File: config.mk
export PLATFORM = sky130hd
export DESIGN_NAME = cpu_parallel_config_loader
export DESIGN_NICKNAME = d
export VERILOG_FILES = /design/src/inc/loader_pkg.sv /design/src/core/cpu_parallel_config_loader.sv
export SDC_FILE = /design/constraint.sdc
export NUM_CORES = 1
export LEC_CHECK = 0
export BUFFER_PORTS_ARGS = -buffer_cell sky130_fd_sc_hd__buf_2
export CAP_MARGIN = 15
export CORE_AREA = 2 2 210 212
export DETAILED_ROUTE_END_ITERATION = 16
export DIE_AREA = 0 0 212 214
export HOLD_SLACK_MARGIN = 0.08
export PLACE_DENSITY = 0.64
export RECOVER_POWER = 50
export SLEW_MARGIN = 20
export SYNTH_ARGS = -nofsm -noshare
export SYNTH_HDL_FRONTEND = slang
export SYNTH_SLANG_ARGS = --single-unit
File: constraint.sdc
create_clock -name clk -period 3.1 [get_ports clk]
set_clock_uncertainty 0.2 [all_clocks]
set_input_delay 0.31 -clock clk [delete_from_list [all_inputs] [get_ports clk]]
set_output_delay 0.31 -clock clk [all_outputs]
set_load 0.01 [all_outputs]
File: src/inc/loader_pkg.sv
// Shared constants and types of the parallel configuration loader
`default_nettype none
package loader_pkg;

	// Mode strap codes of the parallel load port
	localparam logic [3:0] MODE_X1   = 4'h3;
	localparam logic [3:0] MODE_X8   = 4'h4;
	localparam logic [3:0] MODE_X16  = 4'h5;
	localparam logic [3:0] MODE_X32  = 4'h6;
	localparam logic [3:0] MODE_X128 = 4'h7;

	localparam int BUS_W      = 32;
	localparam int FIFO_DEPTH = 8;

	// Lane masks per width
	localparam logic [31:0] MASK_X1  = 32'h0000_0001;
	localparam logic [31:0] MASK_X8  = 32'h0000_00ff;
	localparam logic [31:0] MASK_X16 = 32'h0000_ffff;
	localparam logic [31:0] MASK_X32 = 32'hffff_ffff;
	localparam logic [31:0] NOP_WORD = 32'h0000_0000;

	// Sequence step lengths in clock cycles
	localparam logic [7:0] CLEAR_CYCLES   = 8'h20;
	localparam logic [7:0] FINISH_CYCLES  = 8'h10;
	localparam logic [7:0] RELEASE_CYCLES = 8'h08;
	localparam logic [7:0] ENABLE_CYCLES  = 8'h08;

	// Default count of non-empty words in one bitstream
	localparam logic [31:0] LOAD_WORDS_DEFAULT = 32'h0000_0400;

	typedef enum logic [1:0] {
		WIDTH_X1,
		WIDTH_X8,
		WIDTH_X16,
		WIDTH_X32
	} lane_width_t;

	typedef struct packed {
		lane_width_t width;
		logic [31:0] data;
	} cfg_word_t;

endpackage
`default_nettype wire

File: src/core/cpu_parallel_config_loader.sv
// Parallel host load port with its word FIFO
`timescale 1ns/1ns
`default_nettype none

module word_fifo #(
	parameter int WIDTH = 34,
	parameter int DEPTH = 8
) (
	input  wire logic             clk,
	input  wire logic             rst_n,
	input  wire logic             in_valid,
	output logic                  in_ready,
	input  wire logic [WIDTH-1:0] in_data,
	output logic                  out_valid,
	input  wire logic             out_ready,
	output logic [WIDTH-1:0]      out_data
);
	localparam int AW = $clog2(DEPTH);

	logic [WIDTH-1:0] mem_reg [DEPTH];
	logic [AW:0]      wr_ptr_reg;
	logic [AW:0]      rd_ptr_reg;
	logic             do_wr;
	logic             do_rd;

	assign in_ready  = (wr_ptr_reg - rd_ptr_reg) != (AW+1)'(DEPTH);
	assign out_valid = wr_ptr_reg != rd_ptr_reg;
	assign out_data  = mem_reg[rd_ptr_reg[AW-1:0]];
	assign do_wr     = in_valid && in_ready;
	assign do_rd     = out_valid && out_ready;

	// Storage entries
	for (genvar i = 0; i < DEPTH; i++) begin : g_entry
		always_ff @(posedge clk or negedge rst_n) begin
			if (!rst_n) begin
				mem_reg[i] <= '0;
			end else if (do_wr && wr_ptr_reg[AW-1:0] == AW'(i)) begin
				mem_reg[i] <= in_data;
			end
		end
	end

	always_ff @(posedge clk or negedge rst_n) begin
		if (!rst_n) begin
			wr_ptr_reg <= '0;
		end else if (do_wr) begin
			wr_ptr_reg <= wr_ptr_reg + 1'b1;
		end
	end

	always_ff @(posedge clk or negedge rst_n) begin
		if (!rst_n) begin
			rd_ptr_reg <= '0;
		end else if (do_rd) begin
			rd_ptr_reg <= rd_ptr_reg + 1'b1;
		end
	end
endmodule

module cpu_parallel_config_loader #(
	parameter logic [31:0] LOAD_WORDS = loader_pkg::LOAD_WORDS_DEFAULT
) (
	input  wire logic              clk,
	input  wire logic              rst_n,
	input  wire logic [3:0]        mode_strap_pins,
	input  wire logic              host_select_n,
	input  wire logic [31:0]       host_data_bus_in,
	output logic [31:0]            host_data_bus_out,
	output logic [31:0]            host_data_bus_oe,
	output logic                   data_drive_indicator,
	output logic                   clear_complete_flag,
	output logic                   load_complete_flag,
	output logic                   operational_mode_flag,
	output logic                   fabric_reset_n,
	output logic                   overrun_flag,
	output logic                   cfg_valid,
	input  wire logic              cfg_ready,
	output loader_pkg::cfg_word_t  cfg_word
);
	typedef enum logic [2:0] {
		ST_STRAP,
		ST_CLEAR,
		ST_LOAD,
		ST_DRAIN,
		ST_FINISH,
		ST_RELEASE,
		ST_ENABLE,
		ST_USER
	} seq_state_t;

	seq_state_t            state_reg;
	logic [7:0]            cnt_reg;
	logic [31:0]           words_reg;
	loader_pkg::lane_width_t width_reg;
	logic                  width_ok_reg;
	logic                  sel_n_reg;
	logic [31:0]           data_reg;
	logic [31:0]           lane_mask;
	loader_pkg::cfg_word_t push_word;
	loader_pkg::cfg_word_t fifo_word;
	logic                  push;
	logic                  fifo_ready;
	logic                  fifo_valid;
	logic                  fifo_take;

	// Lane mask for the strapped width
	always_comb begin
		case (width_reg)
			loader_pkg::WIDTH_X1:  lane_mask = loader_pkg::MASK_X1;
			loader_pkg::WIDTH_X8:  lane_mask = loader_pkg::MASK_X8;
			loader_pkg::WIDTH_X16: lane_mask = loader_pkg::MASK_X16;
			default:               lane_mask = loader_pkg::MASK_X32;
		endcase
	end

	// Strap caught after reset release
	always_ff @(posedge clk or negedge rst_n) begin
		if (!rst_n) begin
			width_reg    <= loader_pkg::WIDTH_X32;
			width_ok_reg <= 1'b0;
		end else if (state_reg == ST_STRAP) begin
			width_ok_reg <= 1'b1;
			case (mode_strap_pins)
				loader_pkg::MODE_X1:  width_reg <= loader_pkg::WIDTH_X1;
				loader_pkg::MODE_X8:  width_reg <= loader_pkg::WIDTH_X8;
				loader_pkg::MODE_X16: width_reg <= loader_pkg::WIDTH_X16;
				loader_pkg::MODE_X32: width_reg <= loader_pkg::WIDTH_X32;
				default:              width_ok_reg <= 1'b0;
			endcase
		end
	end

	// Input sampling on the rising edge
	always_ff @(posedge clk or negedge rst_n) begin
		if (!rst_n) begin
			sel_n_reg <= 1'b1;
			data_reg  <= loader_pkg::NOP_WORD;
		end else begin
			sel_n_reg <= host_select_n;
			data_reg  <= host_data_bus_in & lane_mask;
		end
	end

	// Only selected, non-empty words in the load step are taken
	assign push = (state_reg == ST_LOAD) && !sel_n_reg
		&& (data_reg != loader_pkg::NOP_WORD);
	assign push_word.width = width_reg;
	assign push_word.data  = data_reg;

	word_fifo #(
		.WIDTH ($bits(loader_pkg::cfg_word_t)),
		.DEPTH (loader_pkg::FIFO_DEPTH)
	) u_fifo (
		.clk       (clk),
		.rst_n     (rst_n),
		.in_valid  (push),
		.in_ready  (fifo_ready),
		.in_data   (push_word),
		.out_valid (fifo_valid),
		.out_ready (fifo_take),
		.out_data  (fifo_word)
	);

	assign fifo_take = !cfg_valid || cfg_ready;

	// Output register stage toward the decoder
	always_ff @(posedge clk or negedge rst_n) begin
		if (!rst_n) begin
			cfg_valid <= 1'b0;
			cfg_word  <= '0;
		end else if (fifo_take) begin
			cfg_valid <= fifo_valid;
			cfg_word  <= fifo_word;
		end
	end

	// Word lost when the decoder stalls the FIFO full
	always_ff @(posedge clk or negedge rst_n) begin
		if (!rst_n) begin
			overrun_flag <= 1'b0;
		end else if (push && !fifo_ready) begin
			overrun_flag <= 1'b1;
		end
	end

	// Taken word count, words lost to overrun included
	always_ff @(posedge clk or negedge rst_n) begin
		if (!rst_n) begin
			words_reg <= '0;
		end else if (push) begin
			words_reg <= words_reg + 32'h0000_0001;
		end
	end

	// Sequence steps
	always_ff @(posedge clk or negedge rst_n) begin
		if (!rst_n) begin
			state_reg <= ST_STRAP;
			cnt_reg   <= '0;
		end else begin
			cnt_reg <= cnt_reg + 8'h01;
			case (state_reg)
				ST_STRAP: begin
					cnt_reg <= '0;
					if (width_ok_reg) begin
						state_reg <= ST_CLEAR;
					end
				end
				ST_CLEAR: begin
					if (cnt_reg == loader_pkg::CLEAR_CYCLES - 8'h01) begin
						state_reg <= ST_LOAD;
					end
				end
				ST_LOAD: begin
					cnt_reg <= '0;
					if (push && words_reg == LOAD_WORDS - 32'h0000_0001) begin
						state_reg <= ST_DRAIN;
					end
				end
				ST_DRAIN: begin
					cnt_reg <= '0;
					if (!fifo_valid && !cfg_valid) begin
						state_reg <= ST_FINISH;
					end
				end
				ST_FINISH: begin
					if (cnt_reg == loader_pkg::FINISH_CYCLES - 8'h01) begin
						cnt_reg   <= '0;
						state_reg <= ST_RELEASE;
					end
				end
				ST_RELEASE: begin
					if (cnt_reg == loader_pkg::RELEASE_CYCLES - 8'h01) begin
						cnt_reg   <= '0;
						state_reg <= ST_ENABLE;
					end
				end
				ST_ENABLE: begin
					if (cnt_reg == loader_pkg::ENABLE_CYCLES - 8'h01) begin
						state_reg <= ST_USER;
					end
				end
				ST_USER: begin
					cnt_reg <= '0;
				end
				default: begin
					state_reg <= ST_STRAP;
				end
			endcase
		end
	end

	// Milestone flags
	always_ff @(posedge clk or negedge rst_n) begin
		if (!rst_n) begin
			clear_complete_flag   <= 1'b0;
			load_complete_flag    <= 1'b0;
			fabric_reset_n        <= 1'b0;
			operational_mode_flag <= 1'b0;
		end else begin
			clear_complete_flag   <= clear_complete_flag || state_reg == ST_LOAD;
			load_complete_flag    <= load_complete_flag || state_reg == ST_RELEASE;
			fabric_reset_n        <= fabric_reset_n || state_reg == ST_ENABLE;
			operational_mode_flag <= operational_mode_flag || state_reg == ST_USER;
		end
	end

	// Data lanes are only ever input
	always_ff @(posedge clk or negedge rst_n) begin
		if (!rst_n) begin
			data_drive_indicator <= 1'b1;
			host_data_bus_out    <= '0;
			host_data_bus_oe     <= '0;
		end else begin
			data_drive_indicator <= host_select_n;
			host_data_bus_out    <= '0;
			host_data_bus_oe     <= '0;
		end
	end

	localparam int CLEAR_BOUND = int'(loader_pkg::CLEAR_CYCLES) + 8;
endmodule

`default_nettype wire

## Yosys cells after proc, flatten, opt, wreduce, memory -nomap -nowiden

Cells that the tools add are included.

- Register bits: 399
- Logic and storage cells: 117
- Input bits: 40
- Output and inout port bits: 105

- Add/sub/neg operators: 5
- Bitwise operators: 2
- Reductions and logical operators: 34
- $lt $le $gt $ge: 1
- Muxes and demuxes: 17
- Equal/unequal tests: 33

Operators by type and width:

| kind | count |
|---|---|
| 34-bit binary-select mux with 3-bit select | 1 |
| 32-bit one-hot mux with 3 select lines | 1 |
| 34-bit 2-to-1 mux | 2 |
| 32-bit by 1-bit adder with 32-bit output (second input constant) | 1 |
| 32-bit AND | 1 |
| 32-bit by 10-bit == test with 1-bit output (second input constant) | 1 |
| 32-bit nonzero test | 1 |
| 3-bit == test (second input constant) | 8 |
| 8-bit one-hot mux with 3 select lines | 1 |
| 3-bit 2-to-1 mux | 7 |
| 3-bit one-hot mux with 7 select lines | 1 |
| 8-bit 2-to-1 mux | 2 |
| 1-bit logical AND | 15 |
| 3-bit by 2-bit == test with 1-bit output (second input constant) | 4 |
| 4-bit by 3-bit == test with 1-bit output (second input constant) | 3 |
| 2-bit inequality test (second input constant) | 6 |
| 4-bit by 1-bit adder with 4-bit output (second input constant) | 2 |
| 8-bit by 1-bit adder with 8-bit output (second input constant) | 1 |
| 8-bit by 3-bit == test with 1-bit output (second input constant) | 1 |
| 8-bit by 4-bit == test with 1-bit output (second input constant) | 1 |
| 8-bit by 5-bit == test with 1-bit output (second input constant) | 1 |
| 2-bit one-hot mux with 4 select lines | 1 |
| 8-bit AND reduction | 1 |
| 4-bit OR reduction | 2 |
| other kinds (18) | 27 |

## Logic depth before layout (Yosys ltp)

Gate-level depths: netlist (run 1).

- Depth after elaboration: 6
- Gate-level depth with buffers: 12
- Depth with buffers taken out: 7

## Hierarchy

From an unflattened synthesis (run 1), not the netlist that was laid out.

- Cells, all modules: 1287
- Area total of the unflattened synthesis: 18848.1 sq um

Modules (own cells, without submodules):

| module | cells an instance | sequential area each (sq um) | area an instance (sq um) | times used |
|---|---|---|---|---|
| word_fifo | 830 | 7006.7 | 13369.1 | 1 |
| cpu_parallel_config_loader | 457 | 2981.6 | 5479.0 | 1 |

## Worst setup path before layout (run 1)

Ideal clock, no wire load.

- Kind: reg-to-reg
- From: register u_fifo.rd_ptr_reg[2]
- To: register u_fifo.mem_reg[241] in the netlist's numbering
- Clock period less this slack: 3.144 ns
- Buffers on the path: 4
- Cell stages (with the launch flop): 12
- Arrival time: 2.819 ns
- Slack: -0.044 ns
- Cells stage by stage: dfrtp_1 > inv_2 > buf_1 > ha_1 > xor3_1 > nor4_2 > nor2_1 > buf_6 > and4_4 > buf_6 > buf_6 > mux2_4

- Longest elaborated chain between the ends: 4

RTL lines:

| what | line | RTL |
|---|---|---|
| from (decl) | cpu_parallel_config_loader.sv:22 | `logic [AW:0] rd_ptr_reg;` |
| from (signal assigned) | cpu_parallel_config_loader.sv:55 | `rd_ptr_reg <= rd_ptr_reg + 1'b1;` |
| 4-bit subtractor | cpu_parallel_config_loader.sv:26 | `assign in_ready = (wr_ptr_reg - rd_ptr_reg) != (AW+1)'(DEPTH);` |
| 4-bit inequality test | cpu_parallel_config_loader.sv:26 |  |
| 1-bit logical AND | cpu_parallel_config_loader.sv:29 | `assign do_wr = in_valid && in_ready;` |
| 1-bit logical AND | cpu_parallel_config_loader.sv:37 | `end else if (do_wr && wr_ptr_reg[AW-1:0] == AW'(i)) begin` |
| to (signal, indexed assignment) | cpu_parallel_config_loader.sv:38 | `mem_reg[i] <= in_data;` |
| to (decl) | cpu_parallel_config_loader.sv:20 | `logic [WIDTH-1:0] mem_reg [DEPTH];` |

No other way between the ends.
A chain may end at the register's enable or synchronous reset.

## Worst setup path in the final report (run 1)

- From: register data_reg[8]
- To: register u_fifo.mem_reg[248] in the netlist's numbering

- Longest elaborated chain between the ends: 4

RTL lines:

| what | line | RTL |
|---|---|---|
| from (decl) | cpu_parallel_config_loader.sv:97 | `logic [31:0] data_reg;` |
| from (signal assigned) | cpu_parallel_config_loader.sv:137 | `data_reg <= loader_pkg::NOP_WORD;` |
| from (signal assigned) | cpu_parallel_config_loader.sv:140 | `data_reg <= host_data_bus_in & lane_mask;` |
| 32-bit nonzero test | cpu_parallel_config_loader.sv:146 | `&& (data_reg != loader_pkg::NOP_WORD);` |
| 1-bit logical AND | cpu_parallel_config_loader.sv:146 |  |
| 1-bit logical AND | cpu_parallel_config_loader.sv:29 |  |
| 1-bit logical AND | cpu_parallel_config_loader.sv:37 |  |

No other way between the ends.

==> results of run 1 <==
cell usage in the layout (no fill, tap or decap), types with 12 or more instances in the layout:
cell           instances
buf_4                 28
buf_2                 72
conb_1                64
buf_12                12
dlygate4sd3_1         40
clkbuf_16             44
clkbuf_1              24
mux4_2                68
nor4_1                15
xnor2_1               21
nor2_1                31
xor2_1                23
mux2_2               230
ha_1                  12
mux2_4                30
nand2_1               55
o21ai_0               43
nor3_1                15
nand3_1               18
mux2_1                13
dfrtp_1              394
mux2i_1               34
and3_1                18
metal layers:
layer	share of wire (%)	GRT usage [%]	vias up
met5	0	0	-
met4	2.2	4.67	0
met3	4.6	2.81	62
met2	48	27.9	198
met1	45	23.8	5363
li1	-	-	4677
through the flow:
step | hold WS [ns] | cells | util [%] | worst slack [ns]
6_report | 0.165 | 2008 | 48.4 | 0.200
3_5_place_dp | 0.135 | 1895 | 44.5 | 0.197
5_1_grt | 0.185 | 2008 | 48.4 | 0.0462
3_3_place_gp | 0.124 | 1895 | 44.5 | 0.173
4_1_cts | 0.154 | 2008 | 48.5 | 0.164
2_1_floorplan | -0.186 | 1312 | - | 0.0379
layout make-up:
cell class | instances | area (um2)
Inverter | 11 | 41.3
Tap cell | 585 | 732
Clock inverter | 8 | 58.8
Clock buffer | 65 | 1250
Fill cell | 3671 | 22100
Timing Repair Buffer | 168 | 1290
Sequential cell | 399 | 9990
Multi-Input combinational cell | 772 | 7380
power breakdown:
group | switching (mW) | total, mW | internal, mW
Clock | 2.00 | 4.78 | 2.78
Combinational | 1.96 | 3.78 | 1.83
Sequential | 0.326 | 6.11 | 5.78
worst paths after layout:
path	from	endpoint	slack [ns]
worst min-delay path	cfg_ready	cfg_word[29]	0.17
max in group asynchronous	rst_n	u_fifo.mem_reg[224]	0.50
worst min register to register	cnt_reg[0]	cnt_reg[0]	0.26
worst max register to register	data_reg[8]	u_fifo.mem_reg[248]	0.20
worst max-delay path	data_reg[8]	u_fifo.mem_reg[248]	0.20
min in group asynchronous	rst_n	load_complete_flag	0.62
cell families (layout without fill, tap and decap cells):
group           count (synthesis)  count (layout)  share of synthesized area (%)
flops                         399             399                           55.5
mux                           375             375                           28.1
simple gates                  208             208                           6.20
buf+inv                       141             252                           4.83
compound gates                 68              68                           2.20
xor+xnor                       45              45                           2.27
fa+ha+maj                      12              12                          0.835
other cells                     1              64                         0.0208
worst min-delay path: cells and delay by family:
family | cells | cell delay, ns
buffers and inverters | 2 | 0.33
AOI/OAI and AO/OA | 1 | 0.07
and+or+nand+nor | 2 | 0.14
repair_timing:
action,in CTS,in global routing
buffers inserted,0,0
hold buffers,40,0
hold endpoints to repair,125,0
cells in the mapped netlist (21+ instances only):
cell	number	area [um2]
mux2i_1	34	340
o21ai_0	43	215
buf_2	26	130
mux2_2	230	2590
xor2_1	23	201
dfrtp_1	396	9910
clkbuf_1	27	101
mux4_2	68	1530
buf_4	64	480
nand2_1	55	206
xnor2_1	21	184
nor2_1	31	116
mux2_4	30	450
==> metrics.md, run 1 <==
| Metric | Value |
|---|---|
| DRC viols | 0 |
| Max reg flops | roughly 270 |
| YS warnings | 0 |
| Final worst-path cycle share | 93.6% |
| Tmin final | between 2 and 3 ns |
| Max-slew violation count | just over 70 |
| CP delay by family, top | simple AND/OR/NAND/NOR gates |
| Initial antenna violation count | 0 |
| Crit path depth | 5 |
| WHS Path Cells | 5 |
| Critical-path cell list | nor4_1 -> nand4_1 -> o21a_1 -> and4_4 -> mux2_4 |
| EDFF count, synth | 0 |
| Starting DRT DRC Count | roughly 620 |
| Synth Area per Inst | between 10 and 15 um2 |
| Worst EP arrival | about 3.1 ns |
| Placement Cell Area | between 0.015 and 0.02 mm2 |
| Global route total overflow | 0 |
| First-pass GRT wire length | just over 60000 um |
| Crit-path max FO | 34 |
| FFs w/ async S/R, synth | 100% |
| Number of global-route vias before repair | 11041 |
| DR WL/cell | around 19 um |
| Worst min-delay path class | input pin to flip-flop |
| Post-synthesis sequential area ratio | ~56% |
| Max incr delay on CP | approximately 0.57 ns |
| Buf+Inv Stages, Crit Path | 0 |
| Failing checks | max-capacitance violations, max-slew violations |
| Dpl hpwl | 23000 um |
| Area Overhead vs Synth | 15.3% |
| Die area | roughly 0.045 mm2 |
| Post-route cell area | ~0.021 mm2 |
| Lkg Pwr | between 9 and 10 nW |
| RSZ-0062 raised after global routing | false |
| CTS clk-pin slew, worst paths | 0.06 ns |
| Worst reg-to-reg path cell count | 5 |
| Setup TNS | 0 ns |
| IO buf count | 80 |
| Routed WL | approximately 38000 um |
| Worst setup EP type | flip-flop |
| FMAX | 345 MHz |
| Rows | 76 |
| Final setup viols | 0 |
| N_diodes | 0 |
| CTS Buffer Depth | 3 |
| Num Clock Sinks | 399 |
| Main synth FF type | dfrtp_1 |
| WP data required | approximately 3.3 ns |
| Cts repair resizes | 0 |
| Total power | ~15 mW |
| Post-Syn Area | between 0.015 and 0.02 mm2 |
| Drt first pass iters | 4 |
| Worst path slowest cell | nor4_1 |
| Worst-margin pin slew | 1.92 ns |
| Outcome | finished with violations |
| TritonCTS clock tree | yes |
| Layout cell share with drive strength beyond 1 | between 30% and 40% |
| Largest net degree at the start of global routing | 91 |
| CTS root buffer | clkbuf_16 |
| Ports | around 150 |
| Final GP Congestion | between 0.7 and 0.8 |
| Worst-case vdd ir drop | about 0.59 mV |
| CTS HTree Levels | 2 |
| Setup Crit Path Kind | flip-flop to flip-flop |
| Placeable Area | 0.0429 mm2 |
| Final Hold Fails | 0 |
| Pwr per Cell Area | 707 mW/mm2 |
| Max-Cap Viols | 1 |
| Via count | about 10000 |
| Post-DRT Antenna Nets | 0 |
| Total GRT Usage | between 10% and 20% |
| Nets | around 1400 |
| Instance count of the mapped netlist | approximately 1200 |
| Die extent in x | 212 um |
| Drt via density | around 5.1 |
| Max_slew headroom | -28.0% |
| Die Ht | about 210 um |
| Initial Utilization | between 40% and 50% |
| Worst skew pair latency | approximately 0.55 ns |
| Register bit total from synthesis | about 400 |
| Unique masters post-synth | between 50 and 60 |
| Crit path launch type | flip-flop |
| Inserted Clock Buffers | 43 |
Power figures use the tool's default switching activity.
==> inputs of run 2 (changes only) <==
- CORE_AREA: 2 2 210 212 -> 2 2 235 191
- DIE_AREA: 0 0 212 214 -> 0 0 237 193
- RECOVER_POWER: 50 -> default
==> run 2 against run 1 <==
Net effect: the flow now finishes without violations; non-clock buffer count is the same; sequential power is essentially flat; sequential share of layout area shrank 0.31 points; register-to-register slack lost 0.05 ns; critical path type unchanged; largest cell class unchanged.
==> metrics.md, run 2 (synthesis gave the netlist of run 1 again) <==
| Metric | Value |
|---|---|
| Buf+Inv Stages, Crit Path | 1 (+1) |
| Max-Cap Viols | 0 (-1) |
| Die Ht | 193 um (-9.8%) |
| FMAX | 339 MHz (-1.6%) |
| Worst-margin pin slew | 1.14 ns (-0.781 ns) |
| Fillers | 3756 (+2.3%) |
| Outcome | complete, no violations |
| Total GRT Usage | 17.1% (about the same) |
| Switch share | 29.1% (-0.16 points) |
| CTS clk-pin slew, worst paths | 0.06 ns (about the same) |
| Area Overhead vs Synth | 16.1% |
| Tmin final | 2.95 ns (+0.0470 ns) |
| Ports | 145 (unchanged) |
| Nets | 1446 (-0.069%) |
| Initial Utilization | 41.3% (-0.69 points) |
| Dpl cells | 1877 (-0.95%) |
| Num Clock Sinks | 399 (unchanged) |
| CTS HTree Levels | 2 (unchanged) |
| Setup Crit Path Kind | flip-flop to flip-flop |
| Total power | 14.8 mW (+1.2%) |
| Lkg Pwr | 10.1 nW (+0.98%) |
| Final worst-path cycle share | 95.1% (+1.5 points) |
| Crit path launch type | flip-flop |
| CP delay by family, top | simple AND/OR/NAND/NOR gates |
| Placeable Area | 0.0436 mm2 (+1.7%) |
| Reg2reg start | data_reg[19] |
| CTS root buffer | clkbuf_16 |
| Reg2Reg Setup Slack | 0.15 ns (-0.05 ns) |
| Worst reg-to-reg path cell count | 6 (+1) |
| Sequential Power Share | 41.2% (-0.4 points) |
| Final GP Congestion | 0.797 (+3.0%) |
| Worst path slowest cell | nor4_1 |
| Global route total overflow | 0 (unchanged) |
| Non-Filler Instances | 1992 (-0.80%) |
| Max-slew violation count | 0 (-100%) |
| Logic pwr share | 25.5% (-0.3 points) |
| Max reg flops | 272 (unchanged) |
| Pwr per Cell Area | 711 mW/mm2 (+0.51%) |
| Final setup viols | 0 (unchanged) |
| Routed WL | 38000 um (+0.53%) |
| Drt first pass iters | 4 (unchanged) |
| Dpl hpwl | 23000 um (about the same) |
| DR WL/cell | 19.1 um (+1.3%) |
| Worst min-delay path class | input pin to async pin |
| Final Hold Fails | 0 (unchanged) |
| Fin Hold WS | 0.192 ns (+0.0271 ns) |
| Crit path depth | 6 (+1) |
| Post-route cell area | 0.0209 mm2 (+0.65%) |
| Most frequent cells in the layout | dfrtp_1, mux2_2, buf_2 |
| Critical-path cell list | nor4_1 -> nand4_1 -> o21a_1 -> and4_2 -> buf_12 -> mux2_1 |
| Crit-path max FO | 19 (-44%) |
| Die extent in x | 237 um (+12%) |
| Largest net degree at the start of global routing | 83 (-8.8%) |
| Int Power | 10.5 mW (+1.4%) |
| Worst EP arrival | 3.16 ns (+0.04 ns) |
| Initial antenna violation count | 0 (unchanged) |
| IO buf count | 80 (unchanged) |
| Most common cell after layout, fill and taps aside | dfrtp_1 |
| Rows | 69 (-9.2%) |
| Worst skew pair latency | 0.55 ns (about the same) |
| TritonCTS clock tree | yes |
| Worst setup EP type | flip-flop |
| Worst-case vdd ir drop | 0.503 mV (-14%) |
| RSZ-0062 raised after global routing | false |
| WP data required | 3.31 ns (about the same) |
| Max_slew headroom | 24.1% (+52 points) |
| Inserted Clock Buffers | 42 (-2.3%) |
| First-pass GRT wire length | 61500 um (+0.50%) |
| NetSw | 4.31 mW (+0.61%) |
| RR Endpoint | u_fifo.mem_reg[202] |
| Via count | 10402 (+0.99%) |
| Setup crit start | data_reg[19] |
| Register Area | 0.00999 mm2 (unchanged) |
| Area occupied by multi-input gates | 0.00738 mm2 (unchanged) |
| Layout cell share with drive strength beyond 1 | 37.8% (+0.96 points) |
| Clock share of power | 33.3% (+0.7 points) |
| DRC viols | 0 (unchanged) |
| Critical path capture point | u_fifo.mem_reg[202] |
| Placement Cell Area | 0.0191 mm2 (+0.11%) |
| Post-layout util | 47.9% (-0.48 points) |
| Post-DRT Antenna Nets | 0 (unchanged) |
| Starting DRT DRC Count | 522 (-16%) |
| Drt via density | 5.22 (+1.8%) |
| Setup TNS | 0 ns (unchanged) |
| Worst setup margin | 0.153 ns (-0.0470 ns) |
| Post-Place Worst Slack | 0.150 ns (-0.0475 ns) |
| Die area | 0.0457 mm2 (+0.82%) |
| N_diodes | 0 (unchanged) |
| Number of global-route vias before repair | 10915 (-1.1%) |
| Max incr delay on CP | 0.49 ns (-0.08 ns) |
| CTS Buffer Depth | 3 (unchanged) |
run 2: worst min path at each step:
stage,from,to,slack [ns]
final,rst_n,cfg_word[14],0.19
after global routing,host_select_n,data_drive_indicator,0.20
after CTS,host_select_n,data_drive_indicator,0.19
after detailed placement,rst_n,u_fifo.mem_reg[78],0.18
after global placement,rst_n,u_fifo.mem_reg[78],0.18
after floorplan,rst_n,cfg_valid,-0.19
run 2: power groups by stage:
stage / logic [mW] / clock network (mW) / registers (mW)
3_5_place_dp: 3.83 / 0 / 6.20
6_report: 3.79 / 4.94 / 6.11
3_3_place_gp: 3.78 / 0 / 6.18
4_1_cts: 3.88 / 5.08 / 6.11
5_1_grt: 4.13 / 5.31 / 6.18
2_1_floorplan: 2.78 / 0 / 6.12
run 2: layout make-up:
cell class,count,area share (%)
timing repair buffer,168,6.70
tap,568,3.40
clock inverter,8,0.419
inverter,11,0.198
clock buffer,66,6.09
sequential,399,47.9
multi-input combinational,772,35.3
run 2: layer usage:
| metal | track usage, % | share of wire [%] |
|---|---|---|
| met2 | 27.3 | 47 |
| met5 | 0 | 0 |
| met3 | 3.06 | 4.9 |
| met1 | 24.6 | 47 |
| met4 | 4.07 | 1.6 |
run 2: timing repair:
| action | in CTS | in global routing |
|---|---|---|
| hold buffers | 41 | 0 |
| endpoints found under the hold margin | 150 | 0 |
| resized for setup | 0 | 0 |
| buffers inserted | 0 | 0 |
==> inputs of run 3 (changes only) <==
- PLACE_DENSITY: 0.64 -> 0.62
- clock period: 3.1 -> 2.91 ns (I/O delays scaled with it)
==> run 3 against run 2 <==
Net effect: critical endpoint is now u_fifo.mem_reg[201]; largest cell class unchanged; routed wire length down 0.44%; flip-flop and latch count unchanged; utilization up 0.59 points; critical path type unchanged; non-clock buffer count up 32; final area up 1.2%.
==> metrics.md, run 3 (synthesis gave the netlist of run 1 again) <==
| Metric | Value |
|---|---|
| Outcome | complete, no violations |
| RR Endpoint | u_fifo.mem_reg[201] |
| Max_slew headroom | 25.7% (+1.6 points) |
| Max-Cap Viols | 0 (unchanged) |
| Setup TNS | 0 ns (unchanged) |
| Final worst-path cycle share | 95.0% (-0.10 points) |
| Metal2 WL | 17300 um (-2.7%) |
| RSZ-0062 raised after global routing | false |
| Layout cell share with drive strength beyond 1 | 39.3% (+1.5 points) |
| Nets | 1476 (+2.1%) |
| Via count | 10386 (-0.15%) |
| Ports | 145 (unchanged) |
| IO buf count | 80 (unchanged) |
| Crit path launch type | flip-flop |
| Area occupied by multi-input gates | 0.00740 mm2 (+0.29%) |
| CTS Buffer Depth | 3 (unchanged) |
| TritonCTS clock tree | yes |
| DR WL/cell | 18.7 um (-1.9%) |
| Setup Crit Path Kind | flip-flop to flip-flop |
| N_diodes | 0 (unchanged) |
| Worst skew pair latency | 0.56 ns (about the same) |
| Post-Place Worst Slack | -0.0128 ns (-0.163 ns) |
| Drt via density | 5.14 (-1.6%) |
| Initial antenna violation count | 0 (unchanged) |
| Inserted Clock Buffers | 40 (-4.8%) |
| Most common cell after layout, fill and taps aside | dfrtp_1 |
| Num Clock Sinks | 399 (unchanged) |
| Dpl hpwl | 22800 um (-0.87%) |
| Worst reg-to-reg path cell count | 8 (+2) |
| Fin Hold WS | 0.0894 ns (-0.103 ns) |
| WP data required | 3.14 ns (-0.17 ns) |
| Worst setup margin | 0.146 ns (-0.00647 ns) |
| Total GRT Usage | 17.1% (-0.059 points) |
| Met1 Routed Length | 18300 um (+3.0%) |
| Placeable Area | 0.0436 mm2 (unchanged) |
| Area Overhead vs Synth | 17.5% |
| Final setup viols | 0 (unchanged) |
| Worst min-delay path class | input pin to async pin |
| Max reg flops | 272 (unchanged) |
| Metal3 WL | 1660 um (-12%) |
| Max-slew violation count | 0 (unchanged) |
| Rows | 69 (unchanged) |
| Lkg Pwr | 10.3 nW (+1.7%) |
| Routed WL | 37900 um (-0.44%) |
| Pwr per Cell Area | 751 mW/mm2 (+5.6%) |
| Worst-case vdd ir drop | 0.648 mV (+29%) |
| Final Hold Fails | 0 (unchanged) |
| Drt first pass iters | 4 (unchanged) |
| FMAX | 362 MHz (+6.6%) |
| Fillers | 3731 (-0.67%) |
| Reg2Reg Setup Slack | 0.15 ns (about the same) |
| Tmin final | 2.76 ns (-0.184 ns) |
| Die area | 0.0457 mm2 (unchanged) |
| Largest net degree at the start of global routing | 90 (+8.4%) |
| Global route total overflow | 0 (unchanged) |
| Post-DRT Antenna Nets | 0 (unchanged) |
| CTS HTree Levels | 2 (unchanged) |
| Worst EP arrival | 2.99 ns (-0.17 ns) |
| Die Ht | 193 um (unchanged) |
| Worst setup EP type | flip-flop |
| CTS clk-pin slew, worst paths | 0.06 ns (about the same) |
| Die extent in x | 237 um (unchanged) |
| Initial Utilization | 41.3% (unchanged) |
| First-pass GRT wire length | 60700 um (-1.4%) |
| DRC viols | 0 (unchanged) |
| Placement Cell Area | 0.0194 mm2 (+1.4%) |
| Reg2reg start | data_reg[25] |
| Number of global-route vias before repair | 10566 (-3.2%) |
| Starting DRT DRC Count | 573 (+9.8%) |
| Worst-margin pin slew | 1.11 ns (-0.0242 ns) |
| Most frequent cells in the layout | dfrtp_1, mux2_2, buf_2 |
| Register Area | 0.00999 mm2 (unchanged) |
| Max layer used | met4 |
| Crit-path max FO | 18 (-1) |
| CTS root buffer | clkbuf_16 |
| Post-route cell area | 0.0211 mm2 (+1.2%) |
| Final GP Congestion | 0.727 (-8.8%) |
run 3: cell types whose count changed in the layout (fill, tap and decap cells not counted), sizes merged:
cell    change
clkbuf      -5
inv         +1
bufinv      +2
buf        +32
run 3: how the worst max path moves through the flow:
stage                                    start                  end  depth (start not counted)
final                             data_reg[25]  u_fifo.mem_reg[201]                          8
after global routing              data_reg[25]  u_fifo.mem_reg[201]                          8
after CTS                         data_reg[16]  u_fifo.mem_reg[201]                          8
after detailed placement          data_reg[16]  u_fifo.mem_reg[196]                          8
after global placement            data_reg[16]  u_fifo.mem_reg[188]                          8
after floorplan           u_fifo.rd_ptr_reg[2]  u_fifo.mem_reg[241]                         11
run 3: timing repair:
| action | CTS | global route |
|---|---|---|
| setup endpoints to repair | 179 | 29 |
| pin swaps | 0 | 0 |
| hold buffers | 41 | 0 |
| endpoints found under the hold margin | 432 | 0 |
| buffers inserted | 0 | 0 |
| resized for setup | 1 | 2 |
run 3: stage by stage:
| stage | power [mW] | std cells | util [%] |
|---|---|---|---|
| global placement | 10.7 | 1909 | 44.4 |
| floorplan | 9.48 | 1312 | - |
| detailed placement | 10.7 | 1909 | 44.4 |
| CTS | 16.1 | 2022 | 48.5 |
| global route | 16.7 | 2022 | 48.5 |
| finish | 15.9 | 2022 | 48.5 |
run 3: worst max-delay path, cell delays in order, from the launching register on:
cell and delay (ns):
dfrtp_1 0.40, nor4_1 0.38, buf_4 0.19, nand4_1 0.10, buf_4 0.20, o21a_1 0.33, and4_2 0.34, buf_12 0.18
mux2_1 0.31
run 3: metal layers:
| layer | GRT usage [%] | vias up |
|---|---|---|
| met5 | 0 | - |
| met4 | 4.75 | 0 |
| met3 | 3.10 | 41 |
| met2 | 26.6 | 165 |
| met1 | 24.7 | 5436 |
| li1 | - | 4744 |
run 3: final cells by class:
cell class	instances	share of cell area [%]
Clock buffer	61	5.63
Clock inverter	11	0.669
Inverter	11	0.195
Multi-Input combinational cell	772	35.0
Sequential cell	399	47.3
Tap cell	568	3.36
Timing Repair Buffer	200	7.87
run 3: power by group:
group / switching [mW] / total (mW) / internal [mW]
clock: 2.16 / 5.25 / 3.10
combinational: 2.10 / 4.11 / 2.02
sequential: 0.353 / 6.51 / 6.16
total: 4.60 / 15.9 / 11.3
